--- config.mk ---
export PLATFORM = sky130hd
export DESIGN_NAME = pat_regs
export DESIGN_NICKNAME = d
export VERILOG_FILES = /design/src/pkg/pat_pkg.sv /design/src/verilog/pat_regs.sv
export VERILOG_INCLUDE_DIRS = /design/src /design/src/pkg
export SDC_FILE = /design/constraint.sdc
export NUM_CORES = 1
export LEC_CHECK = 0
export ABC_AREA = 1
export BUFFER_PORTS_ARGS = -buffer_cell sky130_fd_sc_hd__buf_2
export CORE_MARGIN = 2
export CORE_UTILIZATION = 44
export DETAILED_ROUTE_END_ITERATION = 8
export PLACE_DENSITY = 0.64
export SYNTH_ARGS = -nofsm -noshare
export SYNTH_HDL_FRONTEND = slang
export SYNTH_SLANG_ARGS = --single-unit
--- constraint.sdc ---
create_clock -name i_clk -period 3.5 [get_ports i_clk]
set_input_delay 0.7 -clock i_clk [delete_from_list [all_inputs] [get_ports i_clk]]
set_output_delay 0.7 -clock i_clk [all_outputs]
set_load 0.005 [all_outputs]
--- src/pkg/pat_defs.svh ---
// register offsets, field positions and widths of the test and threshold bank
`ifndef PAT_DEFS_SVH
`define PAT_DEFS_SVH
`define PAT_ADDR_W          16
`define PAT_OFS_MODE_SET    16'h1032
`define PAT_OFS_MODE_CLR    16'h1034
`define PAT_OFS_MT_WADDR    16'h1036
`define PAT_OFS_MT_HI       16'h1038
`define PAT_OFS_MT_LO       16'h103A
`define PAT_OFS_CRATE       16'h103C
`define PAT_OFS_TEV_WR      16'h103E
`define PAT_OFS_EVC_CLR     16'h1040
`define PAT_OFS_MT_RADDR    16'h1064
`define PAT_OFS_SW_TRIG     16'h1068
`define PAT_OFS_SLIDE       16'h106A
`define PAT_OFS_RAW_A       16'h1070
`define PAT_OFS_RAW_B       16'h1072
`define PAT_OFS_THR_BASE    16'h1080
`define PAT_OFS_THR_LAST    16'h10BE
`define PAT_OFS_ROM_OUI_U   16'h8026
`define PAT_OFS_ROM_OUI_M   16'h802A
`define PAT_OFS_ROM_OUI_L   16'h802E
`define PAT_OFS_ROM_VER     16'h8032
`define PAT_OFS_ROM_BRD_U   16'h8036
`define PAT_OFS_ROM_BRD_M   16'h803A
`define PAT_OFS_ROM_BRD_L   16'h803E
`define PAT_OFS_ROM_REV     16'h804E
`define PAT_OFS_ROM_SER_U   16'h8F02
`define PAT_OFS_ROM_SER_L   16'h8F06
`define PAT_MODE_MEMTEST    0
`define PAT_MODE_ACQTEST    6
`define PAT_MODE_SLDEN      7
`define PAT_MODE_RESET      16'h0000
`define PAT_THR_KILL        8
`define PAT_TEV_OV          12
`define PAT_THR_RESET       16'h0000
`endif

--- src/pkg/pat_pkg.sv ---
// shared types of the test and threshold bank
package pat_pkg;
    typedef struct packed {
        logic        wr;
        logic        rd;
        logic [15:0] addr;
        logic [15:0] data;
    } pat_bus_type;
    typedef struct packed {
        logic        we;
        logic [10:0] addr;
        logic [31:0] data;
    } pat_mem_wr_type;
endpackage

--- src/verilog/pat_regs.sv ---
// register bank: mode bits, memory test, test queue, thresholds, id rom
// ---------------------------------------------------------------------
// ---------------------------------------------------------------------
`timescale 1ns/100ps
`include "pat_defs.svh"
module pat_regs
    import pat_pkg::*;
#(
    parameter int  NUM_CH    = 8,
    parameter int  QDEPTH    = 16,
    parameter logic [7:0] ID_OUI_U = 8'h11, // arbitrary value
    parameter logic [7:0] ID_OUI_M = 8'h22, // arbitrary value
    parameter logic [7:0] ID_OUI_L = 8'h33, // arbitrary value
    parameter logic [7:0] ID_VER   = 8'h44, // arbitrary value
    parameter logic [7:0] ID_BRD_U = 8'h55, // arbitrary value
    parameter logic [7:0] ID_BRD_M = 8'h66, // arbitrary value
    parameter logic [7:0] ID_BRD_L = 8'h77, // arbitrary value
    parameter logic [7:0] ID_REV   = 8'h88, // arbitrary value
    parameter logic [7:0] ID_SER_U = 8'h99, // arbitrary value
    parameter logic [7:0] ID_SER_L = 8'hAA  // arbitrary value
) (
    // clock and resets
    input  wire logic           i_clk,
    input  wire logic           i_reset,
    input  wire logic           i_data_reset,
    // register access
    input  wire pat_bus_type    i_bus,
    output logic [15:0]         o_rdata,
    // converter side
    input  wire logic [11:0]    i_raw_a,
    input  wire logic [11:0]    i_raw_b,
    input  wire logic           i_raw_valid,
    input  wire logic [3:0]     i_ch_sel,
    input  wire logic [11:0]    i_ch_value,
    input  wire logic           i_tq_pop,
    // controls to acquisition logic
    output logic [15:0]         o_mode,
    output logic [7:0]          o_crate,
    output logic [7:0]          o_slide_dac,
    output logic                o_evc_clear,
    output logic                o_sw_convert,
    output pat_mem_wr_type      o_mem_wr,
    output logic                o_ch_keep,
    output logic                o_ch_above,
    output logic                o_tq_active,
    output logic [12:0]         o_tq_word
);
    localparam int NTHR = 2 * NUM_CH;
    localparam int QW   = $clog2(QDEPTH);
    initial begin
        if (NUM_CH != 8 || QDEPTH != 16) begin
            $error("pat_regs: only 8 channels and a 16-word queue");
        end
    end

    // -----------------------------------------------------------------
    // decode
    // -----------------------------------------------------------------
    logic wr_set, wr_clr, wr_wa, wr_hi, wr_lo, wr_cr;
    logic wr_tev, wr_evc, wr_ra, wr_sw, wr_sl, wr_thr;
    logic [3:0] thr_idx;
    assign wr_set = i_bus.wr && i_bus.addr == `PAT_OFS_MODE_SET;
    assign wr_clr = i_bus.wr && i_bus.addr == `PAT_OFS_MODE_CLR;
    assign wr_wa  = i_bus.wr && i_bus.addr == `PAT_OFS_MT_WADDR;
    assign wr_hi  = i_bus.wr && i_bus.addr == `PAT_OFS_MT_HI;
    assign wr_lo  = i_bus.wr && i_bus.addr == `PAT_OFS_MT_LO;
    assign wr_cr  = i_bus.wr && i_bus.addr == `PAT_OFS_CRATE;
    assign wr_tev = i_bus.wr && i_bus.addr == `PAT_OFS_TEV_WR;
    assign wr_evc = i_bus.wr && i_bus.addr == `PAT_OFS_EVC_CLR;
    assign wr_ra  = i_bus.wr && i_bus.addr == `PAT_OFS_MT_RADDR;
    assign wr_sw  = i_bus.wr && i_bus.addr == `PAT_OFS_SW_TRIG;
    assign wr_sl  = i_bus.wr && i_bus.addr == `PAT_OFS_SLIDE;
    // threshold entries every fourth byte from the base
    assign thr_idx = i_bus.addr[5:2];
    assign wr_thr  = i_bus.wr && i_bus.addr >= `PAT_OFS_THR_BASE
                     && i_bus.addr <= `PAT_OFS_THR_LAST
                     && i_bus.addr[1:0] == 2'b10 - 2'b10;

    // -----------------------------------------------------------------
    // mode register
    // -----------------------------------------------------------------
    logic [15:0] mode_reg;
    always_ff @(posedge i_clk) begin
        if (i_reset) begin
            mode_reg <= `PAT_MODE_RESET;
        end else if (wr_set) begin
            mode_reg <= mode_reg | i_bus.data;
        end else if (wr_clr) begin
            mode_reg <= mode_reg & ~i_bus.data;
        end
    end
    assign o_mode = mode_reg;

    // -----------------------------------------------------------------
    // direct memory test
    // -----------------------------------------------------------------
    logic [10:0] wa_reg, ra_reg;
    logic [15:0] hi_reg;
    pat_mem_wr_type mem_reg;
    always_ff @(posedge i_clk) begin
        if (i_reset) begin
            wa_reg <= 11'h000;
            ra_reg <= 11'h000;
            hi_reg <= 16'h0000;
        end else begin
            if (wr_wa) begin
                wa_reg <= i_bus.data[10:0];
            end
            if (wr_ra) begin
                ra_reg <= i_bus.data[10:0];
            end
            if (wr_hi) begin
                hi_reg <= i_bus.data;
            end
        end
    end
    always_ff @(posedge i_clk) begin
        if (i_reset) begin
            mem_reg <= '0;
        end else begin
            mem_reg.we <= wr_lo;
            if (wr_lo) begin
                mem_reg.addr <= wa_reg;
                mem_reg.data <= {hi_reg, i_bus.data};
            end
        end
    end
    assign o_mem_wr = mem_reg;

    // -----------------------------------------------------------------
    // crate, slide constant, strobes
    // -----------------------------------------------------------------
    logic [7:0] crate_reg, slide_reg;
    logic       evc_reg, sw_reg;
    always_ff @(posedge i_clk) begin
        if (i_reset) begin
            crate_reg <= 8'h00;
            slide_reg <= 8'h00;
        end else begin
            if (wr_cr) begin
                crate_reg <= i_bus.data[7:0];
            end
            if (wr_sl) begin
                slide_reg <= i_bus.data[7:0];
            end
        end
    end
    always_ff @(posedge i_clk) begin
        if (i_reset) begin
            evc_reg <= 1'b0;
            sw_reg  <= 1'b0;
        end else begin
            evc_reg <= wr_evc;
            sw_reg  <= wr_sw;
        end
    end
    assign o_crate      = crate_reg;
    assign o_evc_clear  = evc_reg;
    assign o_sw_convert = sw_reg;
    assign o_slide_dac  = mode_reg[`PAT_MODE_SLDEN] ? 8'h00
                                                    : slide_reg;

    // -----------------------------------------------------------------
    // acquisition test queue
    // -----------------------------------------------------------------
    logic [12:0]   tq_mem [QDEPTH];
    logic [QW-1:0] tq_wp_reg, tq_rp_reg;
    logic          acq_d_reg;
    logic          acq_rise, acq_fall;
    assign acq_rise = mode_reg[`PAT_MODE_ACQTEST] && !acq_d_reg;
    assign acq_fall = !mode_reg[`PAT_MODE_ACQTEST] && acq_d_reg;
    always_ff @(posedge i_clk) begin
        if (i_reset) begin
            acq_d_reg <= 1'b0;
        end else begin
            acq_d_reg <= mode_reg[`PAT_MODE_ACQTEST];
        end
    end
    always_ff @(posedge i_clk) begin
        if (wr_tev) begin
            tq_mem[tq_wp_reg] <= i_bus.data[12:0];
        end
    end
    always_ff @(posedge i_clk) begin
        if (i_reset || acq_rise) begin
            tq_wp_reg <= '0;
        end else if (wr_tev) begin
            tq_wp_reg <= tq_wp_reg + 1'b1;
        end
    end
    always_ff @(posedge i_clk) begin
        if (i_reset || acq_fall) begin
            tq_rp_reg <= '0;
        end else if (i_tq_pop && mode_reg[`PAT_MODE_ACQTEST]) begin
            tq_rp_reg <= tq_rp_reg + 1'b1;
        end
    end
    assign o_tq_active = mode_reg[`PAT_MODE_ACQTEST];
    logic [12:0] tq_word_reg;
    always_ff @(posedge i_clk) begin
        if (i_reset) begin
            tq_word_reg <= 13'h0000;
        end else begin
            tq_word_reg <= tq_mem[tq_rp_reg];
        end
    end
    assign o_tq_word = tq_word_reg;

    // -----------------------------------------------------------------
    // thresholds and raw values
    // -----------------------------------------------------------------
    logic [8:0]  thr_reg [NTHR];
    logic [11:0] raw_a_reg, raw_b_reg;
    genvar g;
    generate
        for (g = 0; g < NTHR; g++) begin : g_thr
            always_ff @(posedge i_clk) begin
                if (i_reset) begin
                    thr_reg[g] <= 9'h000;
                end else if (wr_thr && thr_idx == 4'(g)) begin
                    thr_reg[g] <= i_bus.data[8:0];
                end
            end
        end
    endgenerate
    always_ff @(posedge i_clk) begin
        if (i_reset) begin
            raw_a_reg <= 12'h000;
            raw_b_reg <= 12'h000;
        end else if (i_raw_valid) begin
            raw_a_reg <= i_raw_a;
            raw_b_reg <= i_raw_b;
        end
    end
    logic keep_reg, above_reg;
    always_ff @(posedge i_clk) begin
        if (i_reset) begin
            keep_reg  <= 1'b0;
            above_reg <= 1'b0;
        end else begin
            keep_reg  <= !thr_reg[i_ch_sel][`PAT_THR_KILL];
            above_reg <= i_ch_value[11:4]
                         >= thr_reg[i_ch_sel][7:0];
        end
    end
    assign o_ch_keep  = keep_reg;
    assign o_ch_above = above_reg;

    // -----------------------------------------------------------------
    // read mux
    // -----------------------------------------------------------------
    logic [15:0] rdata_next, rdata_reg;
    always_comb begin
        rdata_next = 16'h0000;
        if (i_bus.addr >= `PAT_OFS_THR_BASE
            && i_bus.addr <= `PAT_OFS_THR_LAST
            && i_bus.addr[1:0] == 2'b00) begin
            rdata_next = {7'h00, thr_reg[thr_idx]};
        end else begin
            case (i_bus.addr)
                `PAT_OFS_MODE_SET:  rdata_next = mode_reg;
                `PAT_OFS_CRATE:     rdata_next = {8'h00, crate_reg};
                `PAT_OFS_SLIDE:     rdata_next = {8'h00, slide_reg};
                `PAT_OFS_RAW_A:     rdata_next = {4'h0, raw_a_reg};
                `PAT_OFS_RAW_B:     rdata_next = {4'h0, raw_b_reg};
                `PAT_OFS_ROM_OUI_U: rdata_next = {8'h00, ID_OUI_U};
                `PAT_OFS_ROM_OUI_M: rdata_next = {8'h00, ID_OUI_M};
                `PAT_OFS_ROM_OUI_L: rdata_next = {8'h00, ID_OUI_L};
                `PAT_OFS_ROM_VER:   rdata_next = {8'h00, ID_VER};
                `PAT_OFS_ROM_BRD_U: rdata_next = {8'h00, ID_BRD_U};
                `PAT_OFS_ROM_BRD_M: rdata_next = {8'h00, ID_BRD_M};
                `PAT_OFS_ROM_BRD_L: rdata_next = {8'h00, ID_BRD_L};
                `PAT_OFS_ROM_REV:   rdata_next = {8'h00, ID_REV};
                `PAT_OFS_ROM_SER_U: rdata_next = {8'h00, ID_SER_U};
                `PAT_OFS_ROM_SER_L: rdata_next = {8'h00, ID_SER_L};
                default:            rdata_next = 16'h0000;
            endcase
        end
    end
    always_ff @(posedge i_clk) begin
        if (i_reset) begin
            rdata_reg <= 16'h0000;
        end else if (i_bus.rd) begin
            rdata_reg <= rdata_next;
        end
    end
    assign o_rdata = rdata_reg;

    // -----------------------------------------------------------------
    // checks
    // -----------------------------------------------------------------
    a_mode_clear: assert property (@(posedge i_clk) disable iff (i_reset)
        wr_clr |=> (mode_reg & $past(i_bus.data)) == 16'h0000)
        else $error("mode clear left a bit set");
    a_mode_set: assert property (@(posedge i_clk) disable iff (i_reset)
        wr_set |=> (mode_reg & $past(i_bus.data)) == $past(i_bus.data))
        else $error("mode set missed a bit");
    a_mem_push: assert property (@(posedge i_clk) disable iff (i_reset)
        o_mem_wr.we |-> $past(wr_lo))
        else $error("memory write without low half");
    a_mem_data: assert property (@(posedge i_clk) disable iff (i_reset)
        wr_lo |=> o_mem_wr.data[31:16] == $past(hi_reg)
                  && o_mem_wr.addr == $past(wa_reg))
        else $error("memory pattern wrong");
    a_evc_pulse: assert property (@(posedge i_clk) disable iff (i_reset)
        wr_evc |=> o_evc_clear ##1 !o_evc_clear || $past(wr_evc))
        else $error("counter clear strobe wrong");
    a_sw_pulse: assert property (@(posedge i_clk) disable iff (i_reset)
        o_sw_convert == $past(wr_sw))
        else $error("trigger strobe wrong");
    a_slide_out: assert property (@(posedge i_clk) disable iff (i_reset)
        !mode_reg[`PAT_MODE_SLDEN] |-> o_slide_dac == slide_reg)
        else $error("slide constant not driven");
    a_queue_wptr: assert property (@(posedge i_clk) disable iff (i_reset)
        acq_rise |=> tq_wp_reg == '0)
        else $error("write pointer not reset");
    a_queue_adv: assert property (@(posedge i_clk) disable iff (i_reset)
        wr_tev && !acq_rise |=> tq_wp_reg == $past(tq_wp_reg) + 1'b1)
        else $error("queue pointer did not advance");
    a_queue_rptr: assert property (@(posedge i_clk) disable iff (i_reset)
        acq_fall |=> tq_rp_reg == '0)
        else $error("read pointer not reset");
    a_queue_pop: assert property (@(posedge i_clk) disable iff (i_reset)
        i_tq_pop && mode_reg[`PAT_MODE_ACQTEST] && !acq_fall
        |=> tq_rp_reg == $past(tq_rp_reg) + 1'b1)
        else $error("read pointer did not advance");
    a_queue_word: assert property (@(posedge i_clk) disable iff (i_reset)
        !$past(i_reset) |-> o_tq_word == $past(tq_mem[tq_rp_reg]))
        else $error("queue word not presented");
    a_crate_load: assert property (@(posedge i_clk) disable iff (i_reset)
        wr_cr |=> o_crate == $past(i_bus.data[7:0]))
        else $error("crate identifier not loaded");
    a_waddr_load: assert property (@(posedge i_clk) disable iff (i_reset)
        wr_wa |=> wa_reg == $past(i_bus.data[10:0]))
        else $error("test write address not loaded");
    a_raw_load: assert property (@(posedge i_clk) disable iff (i_reset)
        i_raw_valid |=> raw_a_reg == $past(i_raw_a)
                        && raw_b_reg == $past(i_raw_b))
        else $error("raw values not captured");
    a_keep_flag: assert property (@(posedge i_clk) disable iff (i_reset)
        !$past(i_reset)
        |-> o_ch_keep == !$past(thr_reg[i_ch_sel][`PAT_THR_KILL]))
        else $error("kill bit not applied");
    a_above_flag: assert property (@(posedge i_clk) disable iff (i_reset)
        !$past(i_reset)
        |-> o_ch_above == ($past(i_ch_value[11:4])
                           >= $past(thr_reg[i_ch_sel][7:0])))
        else $error("threshold compare wrong");
    a_rdata_hold: assert property (@(posedge i_clk) disable iff (i_reset)
        !i_bus.rd |=> $stable(o_rdata))
        else $error("read data changed without a read");
endmodule // pat_regs

==> flow_summary.yaml, run 1 <==
worst_setup_path:
  start_kind: "input pin"
  r2r_cells: 5
  worstPathRequired_ns: 3.81
  r2r_slack_ns: 1.27
  reg2reg_to: "o_tq_word[3]"
  critPathCaptureType: "register"
  critPathKind: "in2reg"
  rr_startpoint: "tq_rp_reg[0]"
  crit_fanout: 9
  arrival_ns: 2.80
drt:
  vias_per_cell: 5.67
  dr.first_iter.drc_count: 2172
  wirelength_um: 70200
  ant_nets: 0
  drcViolationCount: 0
  first_pass_iters: 6
  post_drt_wl_per_cell_um: 21.1
  vias: 18879
finish:
  n_antenna_cell: 0
  drive_gt1_share_pct: 13.7
  n_fill_cell: 4677
  finalInstanceArea_mm2: 0.0263
  largest_register_ffs: 208
  syn_to_final_growth_pct: 15.5
  final_cells: 3331
  nets: 2699
clock_network:
  clockBufferDepth: 3
  clkTransAtPathRegs_ns: 0.06
  clkSinkCount: 521
  cts_tree: "done"
  cts_root_buf: "clkbuf_16"
  clk_latency_ns: 0.61
  numCtsBuffers: 53
  cts_resized: 0
  postCtsSetupBuffers: 0
  htreeDepth: 2
  hold_buffers: 0
timing:
  drv_slew: 0
  rsz0062_at_grt: "false"
  setup_viol: 0
  finClkSkew_ns: 0.0227
  fin_setup_tns_ns: 0
  max_slew_margin_pct: 22.4
  hold_violations: 0
  fmax_mhz: 401
  period_needed_ns: 2.49
  worst_slew_pin_slew_ns: 1.16
  setup_slack_ns: 1.01
  period_share_pct: 71.2
  holdWs_ns: 0.328
yosys:
  ys_async_sr_fraction_pct: 0
  yosysUniqueCellTypes: 37
  synth_edf_count: 352
  ys_warn_count: 0
  yosysTopAreaCell: "edfxtp_1"
  netlist_top_cells_area: "edfxtp_1 (46%), dfxtp_1 (15%), o21ai_0 (8.1%)"
  ys_seq_elements: 521
  netlist_top_cells_count: "nor2_1 (428), o21ai_0 (369), nand2_1 (364)"
  synth_top_area_share_pct: 46.4
  syn_nets: 2549
  syn_area_mm2: 0.0228
  synthCells: 2457
  syn-mean-instance-area_um2: 9.28
  seq_area_frac_synth_pct: 61.2
  synth_most_common_cell: "nor2_1"
  synthFlopType: "edfxtp_1"
grt:
  grt.total_usage_pct: 25.8
  grt_start_max_net_pins: 107
  grt_pass1_wl_um: 107000
  antenna_found_initial: 0
  grt_overflow_total: 0
  grt_pass1_vias: 18131
placement:
  dp_slack_ns: 0.428
  hpwl_um: 45600
  gp_congestion: 0.889
  placed_area_mm2: 0.0246
  dp.cells: 3232
  io_buffer_count: 183
run_status:
  status: "finished clean"
floorplanning:
  core_area_mm2: 0.0513
  io_pins: 189
  die_area_mm2: 0.0537
  start_util_pct: 44.4
  num_rows: 83
  dieWidth_um: 232
  die_h_um: 232
min_path:
  hold_depth: 3
  min_to: "raw_b_reg[10]"
  hold_path.class: "in2reg"
  hp-start: "i_raw_b[10]"
pwr:
  p_per_area_mw_per_mm2: 505
  p_leak_uw: 0.0103
  peakVddDrop_uv: 348
job:
  maxCapViolCount: 0
-- cells in the final DEF, fill, tap and decap left out, types with 2 or more instances in the layout --
cell / Yosys / final
o221ai_1: 44 / 44
clkinv_2: 0 / 10
nand3_4: 4 / 4
inv_1: 162 / 159
a21oi_1: 186 / 186
nand3_1: 107 / 107
nor3_1: 2 / 2
clkbuf_16: 0 / 53
clkinv_1: 3 / 10
buf_12: 0 / 6
o22ai_1: 19 / 19
nor2_1: 428 / 428
ha_1: 13 / 13
inv_2: 4 / 6
o21ai_0: 369 / 369
dfxtp_1: 169 / 168
buf_4: 4 / 70
buf_2: 25 / 183
bufinv_16: 0 / 6
o21ai_1: 2 / 2
edfxtp_1: 352 / 352
clkbuf_8: 0 / 5
nor2_2: 6 / 5
nand4_1: 11 / 11
clkinvlp_4: 0 / 2
nor2_4: 2 / 3
o211ai_1: 33 / 33
nand2_1: 364 / 364
clkbuf_1: 124 / 13
-- power breakdown --
group / switching, uW / total (uW) / internal, uW
combinational: 586 / 799 / 213
clock: 2430 / 5780 / 3350
sequential: 57.0 / 6730 / 6670
-- layout make-up --
type                       count  area (um2)  area share [%]
clock inverter                28         327            1.24
tap                          680         851            3.23
timing repair buffer         259        1560            5.93
multi-input combinational   1603        7550            28.7
clock buffer                  71        1440            5.48
sequential                   521       14000            53.0
inverter                     169         637            2.42
-- critical path, stage by stage --
cell and delay, ns:
buf_2 0.10, nor2_1 0.14, nand2_1 0.12, nor2_4 0.29, nand3_1 0.23, nor2_1 0.19, buf_4 0.18, nand2_1 0.15
nor2_1 0.43, buf_4 0.25
-- kinds of logic after synthesis --
family	synth area share (%)
AO/OA/AOI/OAI	15.7
XOR/XNOR	0.0384
adder cells (fa/ha/maj)	0.713
buffers and inverters	5.69
flip-flops	61.2
AND/OR/NAND/NOR	16.7
-- worst max path at each step --
stage | startpoint | endpoint | cells after the start
floorplan | i_ch_sel[0] | o_ch_above | 16
global placement | i_ch_sel[1] | o_ch_above | 16
detailed placement | i_bus[26] | tq_mem[12][9] | 10
CTS | i_bus[26] | tq_mem[12][0] | 10
global route | i_bus[29] | tq_mem[12][11] | 10
finish | i_bus[25] | tq_mem[12][0] | 10
-- per-stage QoR --
stage,total power (uW),util (%)
floorplan,7270,-
global placement,7630,47.9
detailed placement,7640,47.9
CTS,13400,51.3
global route,13700,51.3
finish,13300,51.3
-- metal layers --
layer | global-route usage [%] | vias to the layer above | share of wire [%]
met5 | 0 | - | 0
met4 | 9.11 | 0 | 3.3
met3 | 4.31 | 146 | 8.4
met2 | 40.7 | 896 | 46
met1 | 35.9 | 9099 | 42
li1 | - | 8738 | -
(Power assumes the default switching activity.)
==> run 2, diff against run 1 <==
Settings changed: ABC_AREA 1 to 0.
Clock period 3.5 ns to 2.5 ns, I/O delays scaled along.
==> run 2 against run 1 <==
The flow now finishes with violations (negative setup slack). Worst hold slack worse by 0.18 ns. Final cell count down 21%. Synthesized area down 1.1%. Count of clock-buffer cells in the layout up 8. Sequential share of layout area down 2.5 points. Sequential cell count unchanged. Largest power group unchanged. Synthesized cell count down 34%. Clock power up 46%. Critical path depth down 1. Clock skew up 0.045 ns. Setup slack worse by 1.1 ns.
==> flow_summary.yaml, run 2 <==
placement:
  gp_congestion: 0.960
  dp.cells: 2539
  placed_area_mm2: 0.0257
  hpwl_um: 45900
  io_buffer_count: 183
  dp_slack_ns: -0.523
finish:
  syn_to_final_growth_pct: 22.7
  final_cells: 2642
  drive_gt1_share_pct: 32.9
  nets: 2015
  n_fill_cell: 4145
  final_common_cell: "edfxtp_1"
  largest_register_ffs: 208
  finalInstanceArea_mm2: 0.0277
  final_cell_mix: "edfxtp_1 (352), nand2_1 (226), buf_2 (182)"
drt:
  first_pass_iters: 5
  wirelength_um: 65600
  post_drt_wl_per_cell_um: 24.8
  dr.first_iter.drc_count: 1371
  vias_per_cell: 5.68
  drcViolationCount: 0
  ant_nets: 0
  vias: 15014
yosys:
  ys_warn_count: 0
  seq_area_frac_synth_pct: 61.9
  yosysTopAreaCell: "edfxtp_1"
  netlist_top_cells_count: "edfxtp_1 (352), nand2_1 (227), dfxtp_1 (169)"
  yosysUniqueCellTypes: 59
  syn_area_mm2: 0.0225
  syn_nets: 1725
  netlist_top_cells_area: "edfxtp_1 (47%), dfxtp_1 (15%), mux4_2 (14%)"
  synth_edf_count: 352
  syn-mean-instance-area_um2: 13.8
  ys_seq_elements: 521
  ys_async_sr_fraction_pct: 0
  synth_most_common_cell: "edfxtp_1"
  synthCells: 1633
  synthFlopType: "edfxtp_1"
  synth_top_area_share_pct: 46.9
floorplanning:
  die_h_um: 230
  die_area_mm2: 0.0531
  io_pins: 189
  dieWidth_um: 230
  core_area_mm2: 0.0504
  start_util_pct: 44.8
  num_rows: 82
grt:
  grt_overflow_total: 0
  antenna_found_initial: 3
  grt_start_max_net_pins: 97
  grt_pass1_wl_um: 96900
  grt.total_usage_pct: 24.8
  grt_pass1_vias: 14725
timing:
  setup_slack_ns: -0.101
  max_slew_margin_pct: 40.4
  fmax_mhz: 384
  period_share_pct: 104
  finClkSkew_ns: 0.0673
  rsz0062_at_grt: "true"
  drv_slew: 0
  holdWs_ns: 0.149
  period_needed_ns: 2.60
  setup_viol: 1
  hold_violations: 0
  worst_slew_pin_slew_ns: 0.893
clock_network:
  clk_latency_ns: 0.64
  hold_buffers: 0
  clockBufferDepth: 3
  cts_root_buf: "clkbuf_16"
  clkSinkCount: 521
  numCtsBuffers: 54
  cts_tree: "done"
  clkTransAtPathRegs_ns: 0.07
  htreeDepth: 2
worst_setup_path:
  crit_fanout: 2
  cp_cell_sequence: "mux4_2, mux4_2, ha_4, nand2b_4, a21o_1, a21oi_2, nor2b_1, o2111ai_1, a211oi_1"
  critPathKind: "reg2reg"
  start_kind: "register"
  reg2reg_to: "o_ch_above"
  worstPathRequired_ns: 3.00
  crit_path_top_delay_cell: "mux4_2"
  rr_startpoint: "thr_reg[2][0]"
  critPathMaxStageDelay_ns: 0.51
  crit_path_frequent_cell: "mux4_2"
  arrival_ns: 3.10
  r2r_cells: 9
  r2r_slack_ns: -0.10
  critPathCaptureType: "register"
pwr:
  peakVddDrop_uv: 503
  p_leak_uw: 0.00989
  p_per_area_mw_per_mm2: 689
run_status:
  violations: "negative setup slack"
  status: "complete, but fails checks"
min_path:
  hold_path.class: "in2reg"
  hp-start: "i_bus[6]"
  hold_depth: 1
  min_to: "tq_mem[4][6]"
job:
  maxCapViolCount: 0
-- run 2: area by class of cell --
class                   instances  area [um2]  area share [%]
flip-flops and latches        521       14000            50.5
well taps                     672         841            3.04
repair buffers                350        2680            9.68
multi-input cells             984        8250            29.8
inverters                      12        45.0           0.163
clock inverters                23         314            1.14
clock buffers                  79        1570            5.67
diodes                          1        2.50         0.00905
-- run 2: what timing repair did --
| action | 4_1_cts | 5_1_grt |
|---|---|---|
| pin swaps | 4 | 2 |
| endpoints found under the setup margin | 1 | 1 |
| gates resized for setup | 3 | 0 |
| setup buffers | 0 | 0 |
-- run 2: critical path, delay by kind of cell (launching register included) --
kind	cells	cell delay, ns
AND/OR/NAND/NOR	2	0.18
adder cells (fa/ha/maj)	1	0.23
multiplexers	2	1.02
flip-flops	1	0.46
AO/OA/AOI/OAI	4	0.59
-- run 2: logic make-up (layout without fill, tap and decap cells) --
kind of cell | Yosys count | in the layout | share of synthesized area, %
DFF | 521 | 521 | 61.9
adders and majority gates | 13 | 13 | 0.721
xor gates and xnor gates | 5 | 5 | 0.194
buffers and inverters | 128 | 464 | 2.37
AOI/OAI and AO/OA | 178 | 178 | 4.98
muxes | 189 | 189 | 16.3
other | 0 | 1 | 0
and+or+nand+nor | 599 | 599 | 13.6
-- run 2: how the worst max path moves through the flow --
stage / startpoint / end / cells after the start
6_report: thr_reg[2][0] / o_ch_above / 9
5_1_grt: thr_reg[1][0] / o_ch_above / 9
4_1_cts: thr_reg[2][0] / o_ch_above / 9
3_5_place_dp: i_ch_sel[0] / o_ch_above / 11
3_3_place_gp: i_ch_sel[0] / o_ch_above / 11
2_1_floorplan: i_ch_sel[0] / o_ch_above / 11
-- run 2: routing by layer --
| metal | share of wire (%) | vias up | global-route usage, % |
|---|---|---|---|
| met4 | 2.7 | 2 | 7.16 |
| li1 | - | 6658 | - |
| met3 | 7.1 | 104 | 4.93 |
| met5 | 0.020 | - | 0 |
| met2 | 46 | 607 | 38.3 |
| met1 | 44 | 7643 | 35.7 |
-- run 2: power by group --
group	leakage [uW]	total, uW	internal (uW)	switching (uW)
registers	0.00461	9480	9340	132
clock network	0.000916	8420	4920	3500
logic	0.00436	1160	505	652
-- run 2: per-stage QoR --
step	util, %	total power (uW)	setup TNS (ns)
6_report	54.9	19100	-0.101
5_1_grt	54.9	19600	-0.133
4_1_cts	54.9	19100	-0.0830
3_5_place_dp	51.1	10800	-11.09
3_3_place_gp	51.1	10800	-8.65
2_1_floorplan	-	10200	-5.59
